File: config.mk
export PLATFORM = sky130hd
export DESIGN_NAME = tcfr_core
export DESIGN_NICKNAME = d
export VERILOG_FILES = /design/src/core/tcfr_core.v /design/src/core/tcfr_fifo.v
export VERILOG_INCLUDE_DIRS = /design/src /design/src/include
export SDC_FILE = /design/constraint.sdc
export NUM_CORES = 1
export LEC_CHECK = 0
export ABC_AREA = 1
export BUFFER_PORTS_ARGS = -buffer_cell sky130_fd_sc_hd__buf_2
export CORE_MARGIN = 2
export CORE_UTILIZATION = 25
export CTS_BUF_LIST = sky130_fd_sc_hd__clkbuf_16
export DETAILED_ROUTE_END_ITERATION = 12
export GPL_TIMING_DRIVEN = 0
export SETUP_SLACK_MARGIN = 0.4
export SYNTH_ARGS = -nofsm -noshare
export SYNTH_HDL_FRONTEND = slang
export SYNTH_SLANG_ARGS = --single-unit
File: constraint.sdc
create_clock -name ref_clk_in -period 6.2 [get_ports ref_clk_in]
set_input_delay 0 -clock ref_clk_in [delete_from_list [all_inputs] [get_ports ref_clk_in]]
set_output_delay 0 -clock ref_clk_in [all_outputs]
set_load 0.02 [all_outputs]
File: src/include/tcfr_map.vh
// register map, field positions, reset values and timing for the temperature readout
`ifndef TCFR_MAP_VH
`define TCFR_MAP_VH
// register pointer values
`define TCFR_REG_STATUS 8'h00
`define TCFR_REG_INT_EN 8'h01
`define TCFR_REG_FIFO_DATA 8'h08
`define TCFR_REG_HI_MSB 8'h10
`define TCFR_REG_HI_LSB 8'h11
`define TCFR_REG_LO_MSB 8'h12
`define TCFR_REG_LO_LSB 8'h13
`define TCFR_REG_SETUP 8'h14
`define TCFR_REG_GPIO 8'h20
// reset values
`define TCFR_HI_RST 16'h7fff
`define TCFR_LO_RST 16'h8000
`define TCFR_SETUP_RST 8'h00
`define TCFR_INT_EN_RST 8'h00
`define TCFR_GPIO_RST 8'h0a
// field positions
`define TCFR_SETUP_CONV_BIT 0
`define TCFR_INTERRUPT_PIN_MODE_FIELD 1:0
`define TCFR_CONVERT_PIN_MODE_FIELD 3:2
`define TCFR_ST_NOT_EMPTY 0
`define TCFR_ST_FULL 1
`define TCFR_ST_BUSY 2
// pin mode codes
`define TCFR_MODE_OUTPUT 2'h1
`define TCFR_MODE_SPECIAL 2'h3
// slave address upper five bits
`define TCFR_ADDR_BASE 5'h14
// conversion time and clock period, both in ns
`define TCFR_CONV_TIME_NS 17850000
`define TCFR_CLK_PERIOD_NS 20
`endif

File: src/core/tcfr_core.v
// i2c slave, conversion control and sample fifo of the temperature readout
`timescale 1ns/10ps
`include "tcfr_map.vh"

// Overview of operation
// - reset leaves converter idle in standby
// - writing convert bit starts conversion
// - low convert pin starts conversion when configured
// - finished result pushed, then back to standby
// - fifo holds 32 two-byte results
// - msb first, 16-bit two's complement word
// - one count equals 0.005 degrees
// - top bit is the sign
// - pins sampled at start form address bits
// - interrupt pin signals enabled status flags in mode 11
// - host reaches thresholds and setup register
// - thresholds and setup reset to defaults
// - convert pin triggers only in mode 11
// - modes 01 and 11 force address bit zero
module tcfr_core #(
   parameter CONV_CYCLES = `TCFR_CONV_TIME_NS / `TCFR_CLK_PERIOD_NS,
   parameter CNT_W = 20,
   parameter FIFO_DEPTH = 32,
   parameter FIFO_AW = 5
) (
   // clock and reset
   input wire ref_clk_in,
   input wire srst_in,
   // i2c pins
   input wire scl_in,
   input wire sda_in,
   output wire sda_out,
   output reg sda_oe_out,
   // general pins
   input wire interrupt_capable_pin_in,
   output wire interrupt_capable_pin_out,
   output reg interrupt_capable_pin_oe_out,
   input wire convert_capable_pin_in,
   output wire convert_capable_pin_out,
   output wire convert_capable_pin_oe_out,
   // sensor front end
   input wire [15:0] temp_code_in,
   output reg conv_busy_out
);
   localparam S_IDLE = 5'h01;
   localparam S_RX = 5'h02;
   localparam S_ACK = 5'h04;
   localparam S_TX = 5'h08;
   localparam S_MACK = 5'h10;

   // pin synchronisers, stage one feeds stage two only
   reg scl_s1_r, scl_s2_r, scl_d_r;
   reg sda_s1_r, sda_s2_r, sda_d_r;
   reg gp0_s1_r, gp0_s2_r, gp1_s1_r, gp1_s2_r;
   always @(posedge ref_clk_in) begin
      scl_s1_r <= scl_in;
      scl_s2_r <= scl_s1_r;
      scl_d_r <= scl_s2_r;
      sda_s1_r <= sda_in;
      sda_s2_r <= sda_s1_r;
      sda_d_r <= sda_s2_r;
      gp0_s1_r <= interrupt_capable_pin_in;
      gp0_s2_r <= gp0_s1_r;
      gp1_s1_r <= convert_capable_pin_in;
      gp1_s2_r <= gp1_s1_r;
   end

   wire scl_rise = scl_s2_r & ~scl_d_r;
   wire scl_fall = ~scl_s2_r & scl_d_r;
   wire start_det = scl_s2_r & scl_d_r & sda_d_r & ~sda_s2_r;
   wire stop_det = scl_s2_r & scl_d_r & ~sda_d_r & sda_s2_r;

   // registers
   reg [15:0] high_threshold_r;
   reg [15:0] low_threshold_r;
   reg [7:0] setup_r;
   reg [7:0] int_en_r;
   reg [7:0] gpio_setup_r;
   wire [1:0] int_mode = gpio_setup_r[`TCFR_INTERRUPT_PIN_MODE_FIELD];
   wire [1:0] conv_mode = gpio_setup_r[`TCFR_CONVERT_PIN_MODE_FIELD];

   // fifo
   wire fifo_empty, fifo_full;
   wire [15:0] fifo_rdata;
   reg fifo_push_r, fifo_pop_r;
   reg [15:0] fifo_wdata_r;
   tcfr_fifo #(.WIDTH(16), .DEPTH(FIFO_DEPTH), .AW(FIFO_AW)) u_fifo (
      .ref_clk_in(ref_clk_in),
      .srst_in(srst_in),
      .push_in(fifo_push_r),
      .wdata_in(fifo_wdata_r),
      .pop_in(fifo_pop_r),
      .rdata_out(fifo_rdata),
      .empty_out(fifo_empty),
      .full_out(fifo_full)
   );

   wire [7:0] status = {5'h00, conv_busy_out, fifo_full, ~fifo_empty};

   // i2c slave state
   reg [4:0] state_r;
   reg [7:0] shreg_r;
   reg [7:0] txsh_r;
   reg [3:0] bitcnt_r;
   reg [1:0] byte_idx_r;
   reg rw_r;
   reg nack_r;
   reg [7:0] ptr_r;
   reg [1:0] addr_lo_r;
   reg byte_hi_r;
   reg conv_wr_r;

   // read mux for every byte-wide view except the fifo word
   reg [7:0] rd_byte;
   always @* begin
      case (ptr_r)
         `TCFR_REG_STATUS: rd_byte = status;
         `TCFR_REG_INT_EN: rd_byte = int_en_r;
         `TCFR_REG_HI_MSB: rd_byte = high_threshold_r[15:8];
         `TCFR_REG_HI_LSB: rd_byte = high_threshold_r[7:0];
         `TCFR_REG_LO_MSB: rd_byte = low_threshold_r[15:8];
         `TCFR_REG_LO_LSB: rd_byte = low_threshold_r[7:0];
         `TCFR_REG_SETUP: rd_byte = {setup_r[7:1], conv_busy_out};
         `TCFR_REG_GPIO: rd_byte = gpio_setup_r;
         default: rd_byte = 8'h00;
      endcase
   end

   // byte loader for transmit; the fifo word goes high byte first
   reg [7:0] tx_byte;
   reg tx_pop;
   always @* begin
      tx_pop = 1'b0;
      if (ptr_r == `TCFR_REG_FIFO_DATA) begin
         tx_byte = byte_hi_r ? fifo_rdata[15:8] : fifo_rdata[7:0];
         tx_pop = ~byte_hi_r;
      end else begin
         tx_byte = rd_byte;
      end
   end

   // i2c protocol engine and register writes
   always @(posedge ref_clk_in) begin
      if (srst_in) begin
         state_r <= S_IDLE;
         shreg_r <= 8'h00;
         txsh_r <= 8'h00;
         bitcnt_r <= 4'h0;
         byte_idx_r <= 2'h0;
         rw_r <= 1'b0;
         nack_r <= 1'b0;
         ptr_r <= 8'h00;
         addr_lo_r <= 2'h0;
         byte_hi_r <= 1'b1;
         fifo_pop_r <= 1'b0;
         conv_wr_r <= 1'b0;
         high_threshold_r <= `TCFR_HI_RST;
         low_threshold_r <= `TCFR_LO_RST;
         setup_r <= `TCFR_SETUP_RST;
         int_en_r <= `TCFR_INT_EN_RST;
         gpio_setup_r <= `TCFR_GPIO_RST;
      end else begin
         fifo_pop_r <= 1'b0;
         conv_wr_r <= 1'b0;
         if (start_det) begin
            state_r <= S_RX;
            bitcnt_r <= 4'h0;
            byte_idx_r <= 2'h0;
            addr_lo_r[1] <= (conv_mode[0] == 1'b1) ? 1'b0 : gp1_s2_r;
            addr_lo_r[0] <= (int_mode[0] == 1'b1) ? 1'b0 : gp0_s2_r;
         end else if (stop_det) begin
            state_r <= S_IDLE;
         end else begin
            case (state_r)
               S_IDLE: begin
                  bitcnt_r <= 4'h0;
               end
               S_RX: begin
                  if (scl_rise) begin
                     shreg_r <= {shreg_r[6:0], sda_s2_r};
                     bitcnt_r <= bitcnt_r + 1'b1;
                  end else if (scl_fall && bitcnt_r == 4'h8) begin
                     bitcnt_r <= 4'h0;
                     state_r <= S_ACK;
                     if (byte_idx_r == 2'h0) begin
                        rw_r <= shreg_r[0];
                        byte_idx_r <= 2'h1;
                        if (shreg_r[7:1] != {`TCFR_ADDR_BASE, addr_lo_r}) begin
                           state_r <= S_IDLE;
                        end
                     end else if (byte_idx_r == 2'h1) begin
                        ptr_r <= shreg_r;
                        byte_hi_r <= 1'b1;
                        byte_idx_r <= 2'h2;
                     end else begin
                        case (ptr_r)
                           `TCFR_REG_INT_EN: int_en_r <= shreg_r;
                           `TCFR_REG_HI_MSB: high_threshold_r[15:8] <= shreg_r;
                           `TCFR_REG_HI_LSB: high_threshold_r[7:0] <= shreg_r;
                           `TCFR_REG_LO_MSB: low_threshold_r[15:8] <= shreg_r;
                           `TCFR_REG_LO_LSB: low_threshold_r[7:0] <= shreg_r;
                           `TCFR_REG_SETUP: begin
                              setup_r <= {shreg_r[7:1], 1'b0};
                              conv_wr_r <= shreg_r[`TCFR_SETUP_CONV_BIT];
                           end
                           `TCFR_REG_GPIO: gpio_setup_r <= shreg_r;
                           default: ;
                        endcase
                        if (ptr_r != `TCFR_REG_FIFO_DATA) begin
                           ptr_r <= ptr_r + 1'b1;
                        end
                     end
                  end
               end
               S_ACK: begin
                  if (scl_fall) begin
                     bitcnt_r <= 4'h0;
                     if (rw_r) begin
                        state_r <= S_TX;
                        txsh_r <= tx_byte;
                        fifo_pop_r <= tx_pop;
                        byte_hi_r <= ~byte_hi_r | (ptr_r != `TCFR_REG_FIFO_DATA);
                        if (ptr_r != `TCFR_REG_FIFO_DATA) begin
                           ptr_r <= ptr_r + 1'b1;
                        end
                     end else begin
                        state_r <= S_RX;
                     end
                  end
               end
               S_TX: begin
                  if (scl_fall) begin
                     if (bitcnt_r == 4'h7) begin
                        state_r <= S_MACK;
                     end else begin
                        txsh_r <= {txsh_r[6:0], 1'b0};
                        bitcnt_r <= bitcnt_r + 1'b1;
                     end
                  end
               end
               S_MACK: begin
                  if (scl_rise) begin
                     nack_r <= sda_s2_r;
                  end else if (scl_fall) begin
                     if (nack_r) begin
                        state_r <= S_IDLE;
                     end else begin
                        state_r <= S_TX;
                        bitcnt_r <= 4'h0;
                        txsh_r <= tx_byte;
                        fifo_pop_r <= tx_pop;
                        byte_hi_r <= ~byte_hi_r | (ptr_r != `TCFR_REG_FIFO_DATA);
                        if (ptr_r != `TCFR_REG_FIFO_DATA) begin
                           ptr_r <= ptr_r + 1'b1;
                        end
                     end
                  end
               end
               default: state_r <= S_IDLE;
            endcase
         end
      end
   end

   // open-drain data line, registered to keep hold time after scl falls
   assign sda_out = 1'b0;
   always @(posedge ref_clk_in) begin
      if (srst_in) begin
         sda_oe_out <= 1'b0;
      end else begin
         sda_oe_out <= (state_r == S_ACK) | ((state_r == S_TX) & ~txsh_r[7]);
      end
   end

   // interrupt pin, active low open drain
   assign interrupt_capable_pin_out = 1'b0;
   always @(posedge ref_clk_in) begin
      if (srst_in) begin
         interrupt_capable_pin_oe_out <= 1'b0;
      end else begin
         interrupt_capable_pin_oe_out <= (int_mode == `TCFR_MODE_SPECIAL) &
            (|(status & int_en_r));
      end
   end

   // convert pin is input only here
   assign convert_capable_pin_out = 1'b0;
   assign convert_capable_pin_oe_out = 1'b0;

   // external trigger only in mode 11
   wire ext_trig = (conv_mode == `TCFR_MODE_SPECIAL) & ~gp1_s2_r;
   reg [CNT_W-1:0] conv_cnt_r;

   // conversion sequencer; a level trigger held low restarts after each result
   always @(posedge ref_clk_in) begin
      if (srst_in) begin
         conv_busy_out <= 1'b0;
         conv_cnt_r <= {CNT_W{1'b0}};
         fifo_push_r <= 1'b0;
         fifo_wdata_r <= 16'h0000;
      end else begin
         fifo_push_r <= 1'b0;
         if (!conv_busy_out) begin
            if (conv_wr_r | ext_trig) begin
               conv_busy_out <= 1'b1;
               conv_cnt_r <= CONV_CYCLES[CNT_W-1:0] - 1'b1;
            end
         end else if (conv_cnt_r == {CNT_W{1'b0}}) begin
            conv_busy_out <= 1'b0;
            fifo_push_r <= 1'b1;
            fifo_wdata_r <= temp_code_in;
         end else begin
            conv_cnt_r <= conv_cnt_r - 1'b1;
         end
      end
   end
endmodule

File: src/core/tcfr_fifo.v
// sample fifo storage with registered read data
`timescale 1ns/10ps
module tcfr_fifo #(
   parameter WIDTH = 16,
   parameter DEPTH = 32,
   parameter AW = 5
) (
   // clock and reset
   input wire ref_clk_in,
   input wire srst_in,
   // write side
   input wire push_in,
   input wire [WIDTH-1:0] wdata_in,
   // read side
   input wire pop_in,
   output reg [WIDTH-1:0] rdata_out,
   // state
   output wire empty_out,
   output wire full_out
);
   reg [WIDTH-1:0] mem [0:DEPTH-1];
   reg [AW-1:0] wr_ptr_r;
   reg [AW-1:0] rd_ptr_r;
   reg [AW:0] count_r;
   wire do_push;
   wire do_pop;

   // overflow and underflow are blocked here, not by the caller
   assign empty_out = (count_r == {(AW+1){1'b0}});
   assign full_out = (count_r == DEPTH[AW:0]);
   assign do_push = push_in & ~full_out;
   assign do_pop = pop_in & ~empty_out;

   // storage, no reset needed on the array
   always @(posedge ref_clk_in) begin
      if (do_push) begin
         mem[wr_ptr_r] <= wdata_in;
      end
      rdata_out <= mem[rd_ptr_r];
   end

   // pointers and occupancy
   always @(posedge ref_clk_in) begin
      if (srst_in) begin
         wr_ptr_r <= {AW{1'b0}};
         rd_ptr_r <= {AW{1'b0}};
         count_r <= {(AW+1){1'b0}};
      end else begin
         if (do_push) begin
            wr_ptr_r <= wr_ptr_r + 1'b1;
         end
         if (do_pop) begin
            rd_ptr_r <= rd_ptr_r + 1'b1;
         end
         if (do_push & ~do_pop) begin
            count_r <= count_r + 1'b1;
         end else if (do_pop & ~do_push) begin
            count_r <= count_r - 1'b1;
         end
      end
   end
endmodule

==> results_dict.tcl, run 1 <==
set metrics [dict create \
    grt_usage_pct 14.6 \
    multi_input_area_um2 8640 \
    syn-instance-count 2717 \
    dp_cells 4285 \
    htree_num_levels 3 \
    clock_latency_ns 0.64 \
    finalSetupViolations 0 \
    cellLeakagePower_nw 11.8 \
    fmax_mhz 313 \
    combPwrFrac_pct 6.2 \
    core_um2 114000 \
    synth_edf_count 512 \
    synth_ff_type "edfxtp_1" \
    p_sw_w 0.00235 \
    cts_root_buf "clkbuf_16" \
    dr.pass1.iters 5 \
    seq_area_um2 19000 \
    total_power_w 0.00971 \
    worst_pin_slew_ns 1.27 \
    crit_path_start_kind "flop" \
    instances_no_fill 4443 \
    avgSynthCellArea_um2 10.6 \
    max-clock-path-buffers 3 \
    arrival_ns 3.75 \
    area_growth_pct 17.5 \
    initial_core_util_pct 25.2 \
    ant_nets 0 \
    hold_slack_ns 0.211 \
    dieWidth_um 343 \
    fill_cells 11600 \
    synth_top_area_share_pct 53.6 \
    path_clk_slew_ns 0.06 \
    globalplace.congestion 0.936 \
    seqPwrFrac_pct 51.3 \
    ys_async_sr_fraction_pct 0 \
    n_antenna_cell 0 \
    drt_iter0_markers 2717 \
    grt_max_degree 34 \
    die_height_um 343 \
    wirelength_um 87900 \
    num_rows 124 \
    routed_via_density 4.84 \
    synth_area_leaders "edfxtp_1 54%, dfxtp_1 12%, nor2_1 6.0%" \
    max-vdd-ir-drop_mv 0.177 \
    yosysWarnings 0 \
    grt_pass1_wl_um 130000 \
    route.detailed.drc 0 \
    final_hold_viol_count 0 \
    final_nets 2914 \
    yosys.area.top_type "edfxtp_1" \
    ys_seq_elements 691 \
    grt_pass1_vias 20100 \
    fin_skew_ns 0.0477 \
    status "complete, no violations" \
    die-area_um2 118000 \
    rsz0062_at_grt "false" \
    p_int_w 0.00735 \
    drv_cap 0 \
    grt_antenna_before_repair 2 \
    endpoint_kind "flop" \
    period_minus_slack_ns 3.19 \
    post_cts_resized 0 \
    gr-total-overflow 0 \
    numCtsBuffers 73 \
    relSlewSlack_pct 15.1 \
    required_ns 6.76 \
    clock-sinks 691 \
    cts_tree "built" \
    slew_violations 0 \
    netlist_area_um2 28700 \
    crit_fanout 10 \
    wl_per_cell_um 19.8 \
    min_path_type "in2reg" \
    p_per_area_nw_per_um2 288 \
    dp_hpwl_um 58600 \
    drive_gt1_share_pct 10.6 \
    fin_tns_setup_ns 0 \
    vias 21500 \
    crit_type "reg2reg" \
    swShare_pct 24.3 \
    post-route-period-util_pct 51.5 \
    synth-seq-area-share_pct 66.0 \
    io_buffers 24 \
    clkPwrFrac_pct 42.5 \
    num_io_pins 29 \
    synth_cell_types 46 \
]
## what timing repair did
action | in CTS | in global routing
buffers inserted | 0 | 0
hold buffers | 25 | 0
hold endpoints to repair | 28 | 0
## cell usage after synthesis, types with 6 or more instances
cell and instances:
a21oi_1 118, o22ai_1 51, dfxtp_1 179, nand2_2 6, a211oi_1 17, nor3_1 9, nor2_1 459, clkbuf_1 82
o21ai_1 16, o221ai_1 30, buf_2 40, nand4_1 39, buf_6 7, xnor2_1 11, o211ai_1 40, nand3_1 177
edfxtp_1 512, nor2_4 10, buf_4 12, inv_1 119, xor2_1 10, o211ai_2 8, nor2_2 11, ha_1 18
nand2_1 376, clkinv_1 7, o21ai_0 309, buf_1 8
## layout make-up
cell class | count | area share, %
Sequential cell | 691 | 56.2
Multi-Input combinational cell | 1748 | 25.6
Inverter | 132 | 1.47
Buffer | 149 | 2.10
Clock inverter | 59 | 1.17
Tap cell | 1512 | 5.61
Timing Repair Buffer | 78 | 2.33
Clock buffer | 74 | 5.49
## sequential cells by signal, indices dropped and copies added, names as in the netlist, 4 cells and up
name and cells:
bitcnt_r 4, low_threshold_r 16, u_fifo.wr_ptr_r 5, gpio_setup_r 8
state_r 5, shreg_r 8, u_fifo.count_r 6, u_fifo.rd_ptr_r 5
txsh_r 8, u_fifo.rdata_out 16, int_en_r 8, fifo_wdata_r 16
u_fifo.mem 512, ptr_r 8, conv_cnt_r 20, setup_r 7
high_threshold_r 16
## logic make-up (layout without fill, tap and decap cells)
kind of cell / Yosys count / after routing / share of synthesized area (%)
and+or+nand+nor: 1108 / 1108 / 16.5
buffers and inverters: 281 / 492 / 4.19
AOI/OAI and AO/OA: 596 / 596 / 11.8
DFF: 691 / 691 / 66.0
xor gates and xnor gates: 21 / 21 / 0.641
adders and majority gates: 19 / 19 / 0.854
other: 1 / 4 / 0.0131
## critical path, stage by stage (launching register included)
cell and delay [ns]:
dfxtp_1 0.33, buf_2 0.36, buf_2 0.48, clkbuf_1 0.78
o21ai_0 0.23, o221ai_1 0.31, nand3_1 0.33, nand2_1 0.15
nand2_1 0.09, inv_1 0.06
## metal layers
layer	global-route usage (%)	vias to the layer above	share of wire [%]
met3	2.59	175	9.0
met4	6.41	0	4.5
met5	0	-	0
met2	22.3	1016	44
met1	20.2	10400	42
li1	-	9907	-
## power by group through the flow
stage | clock (W) | combinational, W | sequential (W)
final | 0.00413 | 0.000603 | 0.00498
after global routing | 0.00435 | 0.000672 | 0.00498
after CTS | 0.00417 | 0.000597 | 0.00498
after detailed placement | 0 | 0.000583 | 0.00507
after global placement | 0 | 0.000577 | 0.00507
after floorplan | 0 | 0.000434 | 0.00506
## cell usage in the layout, fill, tap and decap left out, types with 14 or more instances in the layout
cell / Yosys / final
nand3_1: 177 / 177
clkinv_1: 7 / 18
edfxtp_1: 512 / 512
dfxtp_1: 179 / 164
nor2_1: 459 / 430
clkinv_2: 1 / 14
a211oi_1: 17 / 17
o221ai_1: 30 / 30
clkbuf_1: 82 / 82
o21ai_1: 16 / 16
o22ai_1: 51 / 51
buf_2: 40 / 64
nand4_1: 39 / 39
inv_1: 119 / 142
ha_1: 18 / 18
clkbuf_16: 0 / 74
nand2_1: 376 / 376
nor2_2: 11 / 40
dfxtp_2: 0 / 15
o211ai_1: 40 / 40
dlygate4sd3_1: 0 / 25
buf_8: 0 / 24
a21oi_1: 118 / 118
o21ai_0: 309 / 309
## through the flow
| stage | utilization [%] | area (um2) | setup WS [ns] |
|---|---|---|---|
| after floorplan | - | 28700 | 3.71 |
| after global placement | 26.9 | 30700 | 2.28 |
| after detailed placement | 27.4 | 31200 | 3.20 |
| after CTS | 29.6 | 33700 | 3.16 |
| after global routing | 29.6 | 33700 | 2.96 |
| final | 29.6 | 33700 | 3.01 |
## final timing paths
path	start	endpoint	slack, ns	cells past startpoint
setup reg to reg	u_fifo.rd_ptr_r[1]	u_fifo.rdata_out[8]	3.01	9
hold reg to reg	scl_s1_r	scl_s2_r	0.33	0
hold / removal	temp_code_in[7]	fifo_wdata_r[7]	0.21	4
setup / recovery	u_fifo.rd_ptr_r[1]	u_fifo.rdata_out[8]	3.01	9
No activity file was read; power rests on OpenSTA's default activity.
==> run 2, diff against run 1 <==
--- a/config.mk
+++ b/config.mk
@@ -6,7 +6,7 @@
 export SDC_FILE = /design/constraint.sdc
 export NUM_CORES = 1
 export LEC_CHECK = 0
-export ABC_AREA = 1
+export ABC_AREA = 0
 export BUFFER_PORTS_ARGS = -buffer_cell sky130_fd_sc_hd__buf_2
 export CORE_MARGIN = 2
 export CORE_UTILIZATION = 25
==> constraint.sdc (replaced) <==
create_clock -name ref_clk_in -period 2.8 [get_ports ref_clk_in]
set_input_delay 0 -clock ref_clk_in [delete_from_list [all_inputs] [get_ports ref_clk_in]]
set_output_delay 0 -clock ref_clk_in [all_outputs]
set_load 0.02 [all_outputs]
==> run 2 against run 1 <==
Effect of this change: global-route usage decreased by 2.6 points; clock power increased by 150%; routed wire length decreased by 21%; area after synthesis decreased by 3.4%; via count decreased by 26%; sequential share of layout area decreased by 0.99 points; sequential power increased by 120%; power increased by 120%; worst setup slack got worse by 3.0 ns; highest routed layer is now met5; worst hold slack got worse by 0.18 ns; die area decreased by 3.4%; cell count decreased by 23%.
==> results_dict.tcl, run 2 <==
set metrics [dict create \
    final_common_cell "edfxtp_1" \
    period_minus_slack_ns 2.76 \
    die_height_um 337 \
    initial_core_util_pct 25.1 \
    post-route-period-util_pct 98.5 \
    rsz0062_at_grt "true" \
    cts_root_buf "clkbuf_16" \
    worst_pin_slew_ns 1.38 \
    cellLeakagePower_nw 11.4 \
    yosys.area.top_type "edfxtp_1" \
    drt_iter0_markers 1576 \
    r2r_end "u_fifo.count_r[5]" \
    synth_area_leaders "edfxtp_1 55%, mux4_2 13%, dfxtp_1 13%" \
    crit_path_start_kind "flop" \
    yosysMostFrequentCell "edfxtp_1" \
    synth-seq-area-share_pct 68.4 \
    netlist_area_um2 27700 \
    final_hold_viol_count 0 \
    clock_latency_ns 0.64 \
    syn-instance-count 1676 \
    synth_compound_area_share_pct 4.65 \
    core_um2 110000 \
    placed_area_um2 30000 \
    htree_num_levels 3 \
    synthSimpleGateAreaFrac_pct 6.66 \
    endpoint_kind "flop" \
    grt_antenna_before_repair 1 \
    synth_cell_types 84 \
    reg_top3 "u_fifo.mem (512), conv_cnt_r (20)" \
    synth_edf_count 512 \
    io_buffers 23 \
    setup_ws_ns 0.0409 \
    finalSetupViolations 0 \
    numCtsBuffers 71 \
    dp_hpwl_um 44600 \
    relSlewSlack_pct 7.77 \
    dieWidth_um 337 \
    final_nets 1900 \
    route.detailed.drc 0 \
    reg2reg_setup_slack_ns 0.04 \
    crit_end "u_fifo.count_r[5]" \
    synth_commonest_cells "512 x edfxtp_1, 179 x dfxtp_1, 160 x mux4_2" \
    seq_area_um2 19000 \
    avgSynthCellArea_um2 16.5 \
    timing.rr.start "u_fifo.count_r[3]" \
    min_from "sda_in" \
    required_ns 3.30 \
    dr.pass1.iters 7 \
    grt_pass1_vias 15800 \
    synthAdderAreaFrac_pct 0.884 \
    synth_top_family_by_area "multiplexers" \
    cts_tree "built" \
    layout_common_cells "512 x edfxtp_1, 160 x mux4_2, 156 x dfxtp_1" \
    grt_pass1_wl_um 103000 \
    max-clock-path-buffers 3 \
    multi_input_area_um2 8910 \
    fill_cells 10500 \
    n_antenna_cell 0 \
    ant_nets 0 \
    path_clk_slew_ns 0.06 \
    ys_async_sr_fraction_pct 0 \
    slew_violations 0 \
    grt_max_degree 34 \
    drive_gt1_share_pct 29.2 \
    wirelength_um 69800 \
    largest-register "u_fifo.mem" \
    globalplace.congestion 0.879 \
    startpoint "u_fifo.count_r[3]" \
    area_growth_pct 24.0 \
    clock-sinks 691 \
    synth_xor_area_share_pct 1.07 \
    grt_usage_pct 12.0 \
    ys_seq_elements 691 \
    yosysWarnings 0 \
    wl_per_cell_um 20.5 \
    die-area_um2 114000 \
    arrival_ns 3.26 \
    synthMuxAreaShare_pct 16.4 \
    crit_fanout 5 \
    num_rows 122 \
    hold_slack_ns 0.0343 \
    p_per_area_nw_per_um2 627 \
    synth_top_area_share_pct 55.4 \
    routed_via_density 4.70 \
    fin_tns_setup_ns 0 \
    ff2ff_path_depth 11 \
    postLayoutCoreUtil_pct 31.2 \
    max-vdd-ir-drop_mv 0.352 \
    synth_ff_type "edfxtp_1" \
    place_ws_ns -0.346 \
    min_path_type "in2reg" \
    gr-total-overflow 0 \
    fin_area_um2 34400 \
    num_io_pins 29 \
    fin_skew_ns 0.0435 \
    vias 16000 \
    drv_cap 0 \
    largest_reg_flops 512 \
    crit_type "reg2reg" \
    status "complete, no violations" \
    fmax_mhz 362 \
]
run 2: cell types whose count changed in the layout (fill, tap and decap cells not counted), moves of 45 or more:
cell      previous run  this run
mux4_2               0       160
nor2_1             430       101
inv_1              142        31
o21ai_0            309        12
a21oi_1            118        46
clkbuf_1            82        37
o22ai_1             51         2
nand2_1            376        88
mux2i_1              0        70
nand3_1            177        20
run 2: metrics by stage:
stage	cells	power (W)
after floorplan	1679	0.0114
after global placement	3190	0.0115
after detailed placement	3196	0.0115
after CTS	3386	0.0217
after global routing	3406	0.0221
final	3406	0.0216
run 2: layout make-up:
type	count	area share, %
Sequential cell	691	55.3
Multi-Input combinational cell	858	25.9
Tap cell	1488	5.42
Clock buffer	73	5.31
Timing Repair Buffer	107	3.41
Buffer	106	2.30
Clock inverter	59	2.09
Inverter	24	0.291
run 2: metal layers:
layer / share of wire [%] / vias to the layer above / track usage, %
li1: - / 7019 / -
met1: 43 / 8271 / 16.2
met2: 48 / 573 / 19.4
met3: 6.6 / 127 / 2.47
met4: 2.7 / 2 / 3.63
met5: 0.016 / - / 0
run 2: worst min-delay path by stage:
stage / end / slack [ns] / cells after the start
after floorplan: gp0_s1_r / 0.03 / 0
after global placement: scl_s1_r / 0.11 / 1
after detailed placement: gp0_s1_r / 0.11 / 1
after CTS: scl_s1_r / 0.003 / 2
after global routing: sda_s1_r / 0.01 / 2
final: sda_s1_r / 0.03 / 2
run 2: cells by family (layout without fill, tap and decap cells):
family / count (synthesis) / in the layout
simple gates: 369 / 369
fa+ha+maj: 19 / 19
mux: 252 / 252
compound gates: 180 / 180
other cells: 1 / 4
xor+xnor: 34 / 34
flops: 691 / 691
buf+inv: 130 / 369
run 2: power by group:
part / switching, W / total (W) / internal (W)
Combinational: 0.000330 / 0.000520 / 0.000189
Sequential: 0.0000169 / 0.0109 / 0.0109
Clock: 0.00406 / 0.0102 / 0.00610
run 2: worst max-delay path, stage by stage, from the launching register on:
cell and delay, ns:
dfxtp_2 0.33, or4_4 0.54, o31a_1 0.27, clkbuf_8 0.15
ha_4 0.17, inv_6 0.08, ha_4 0.19, a21o_1 0.18
a21oi_4 0.18, o21ai_1 0.11, o311ai_2 0.08, mux2_2 0.36
run 2: what timing repair did:
action,in CTS,in global routing
buffers inserted,31,18
gates resized for setup,182,85
endpoints found under the setup margin,613,165
cloned,7,2
endpoints found under the hold margin,20,0
hold buffers,20,0
pin swaps,7,19
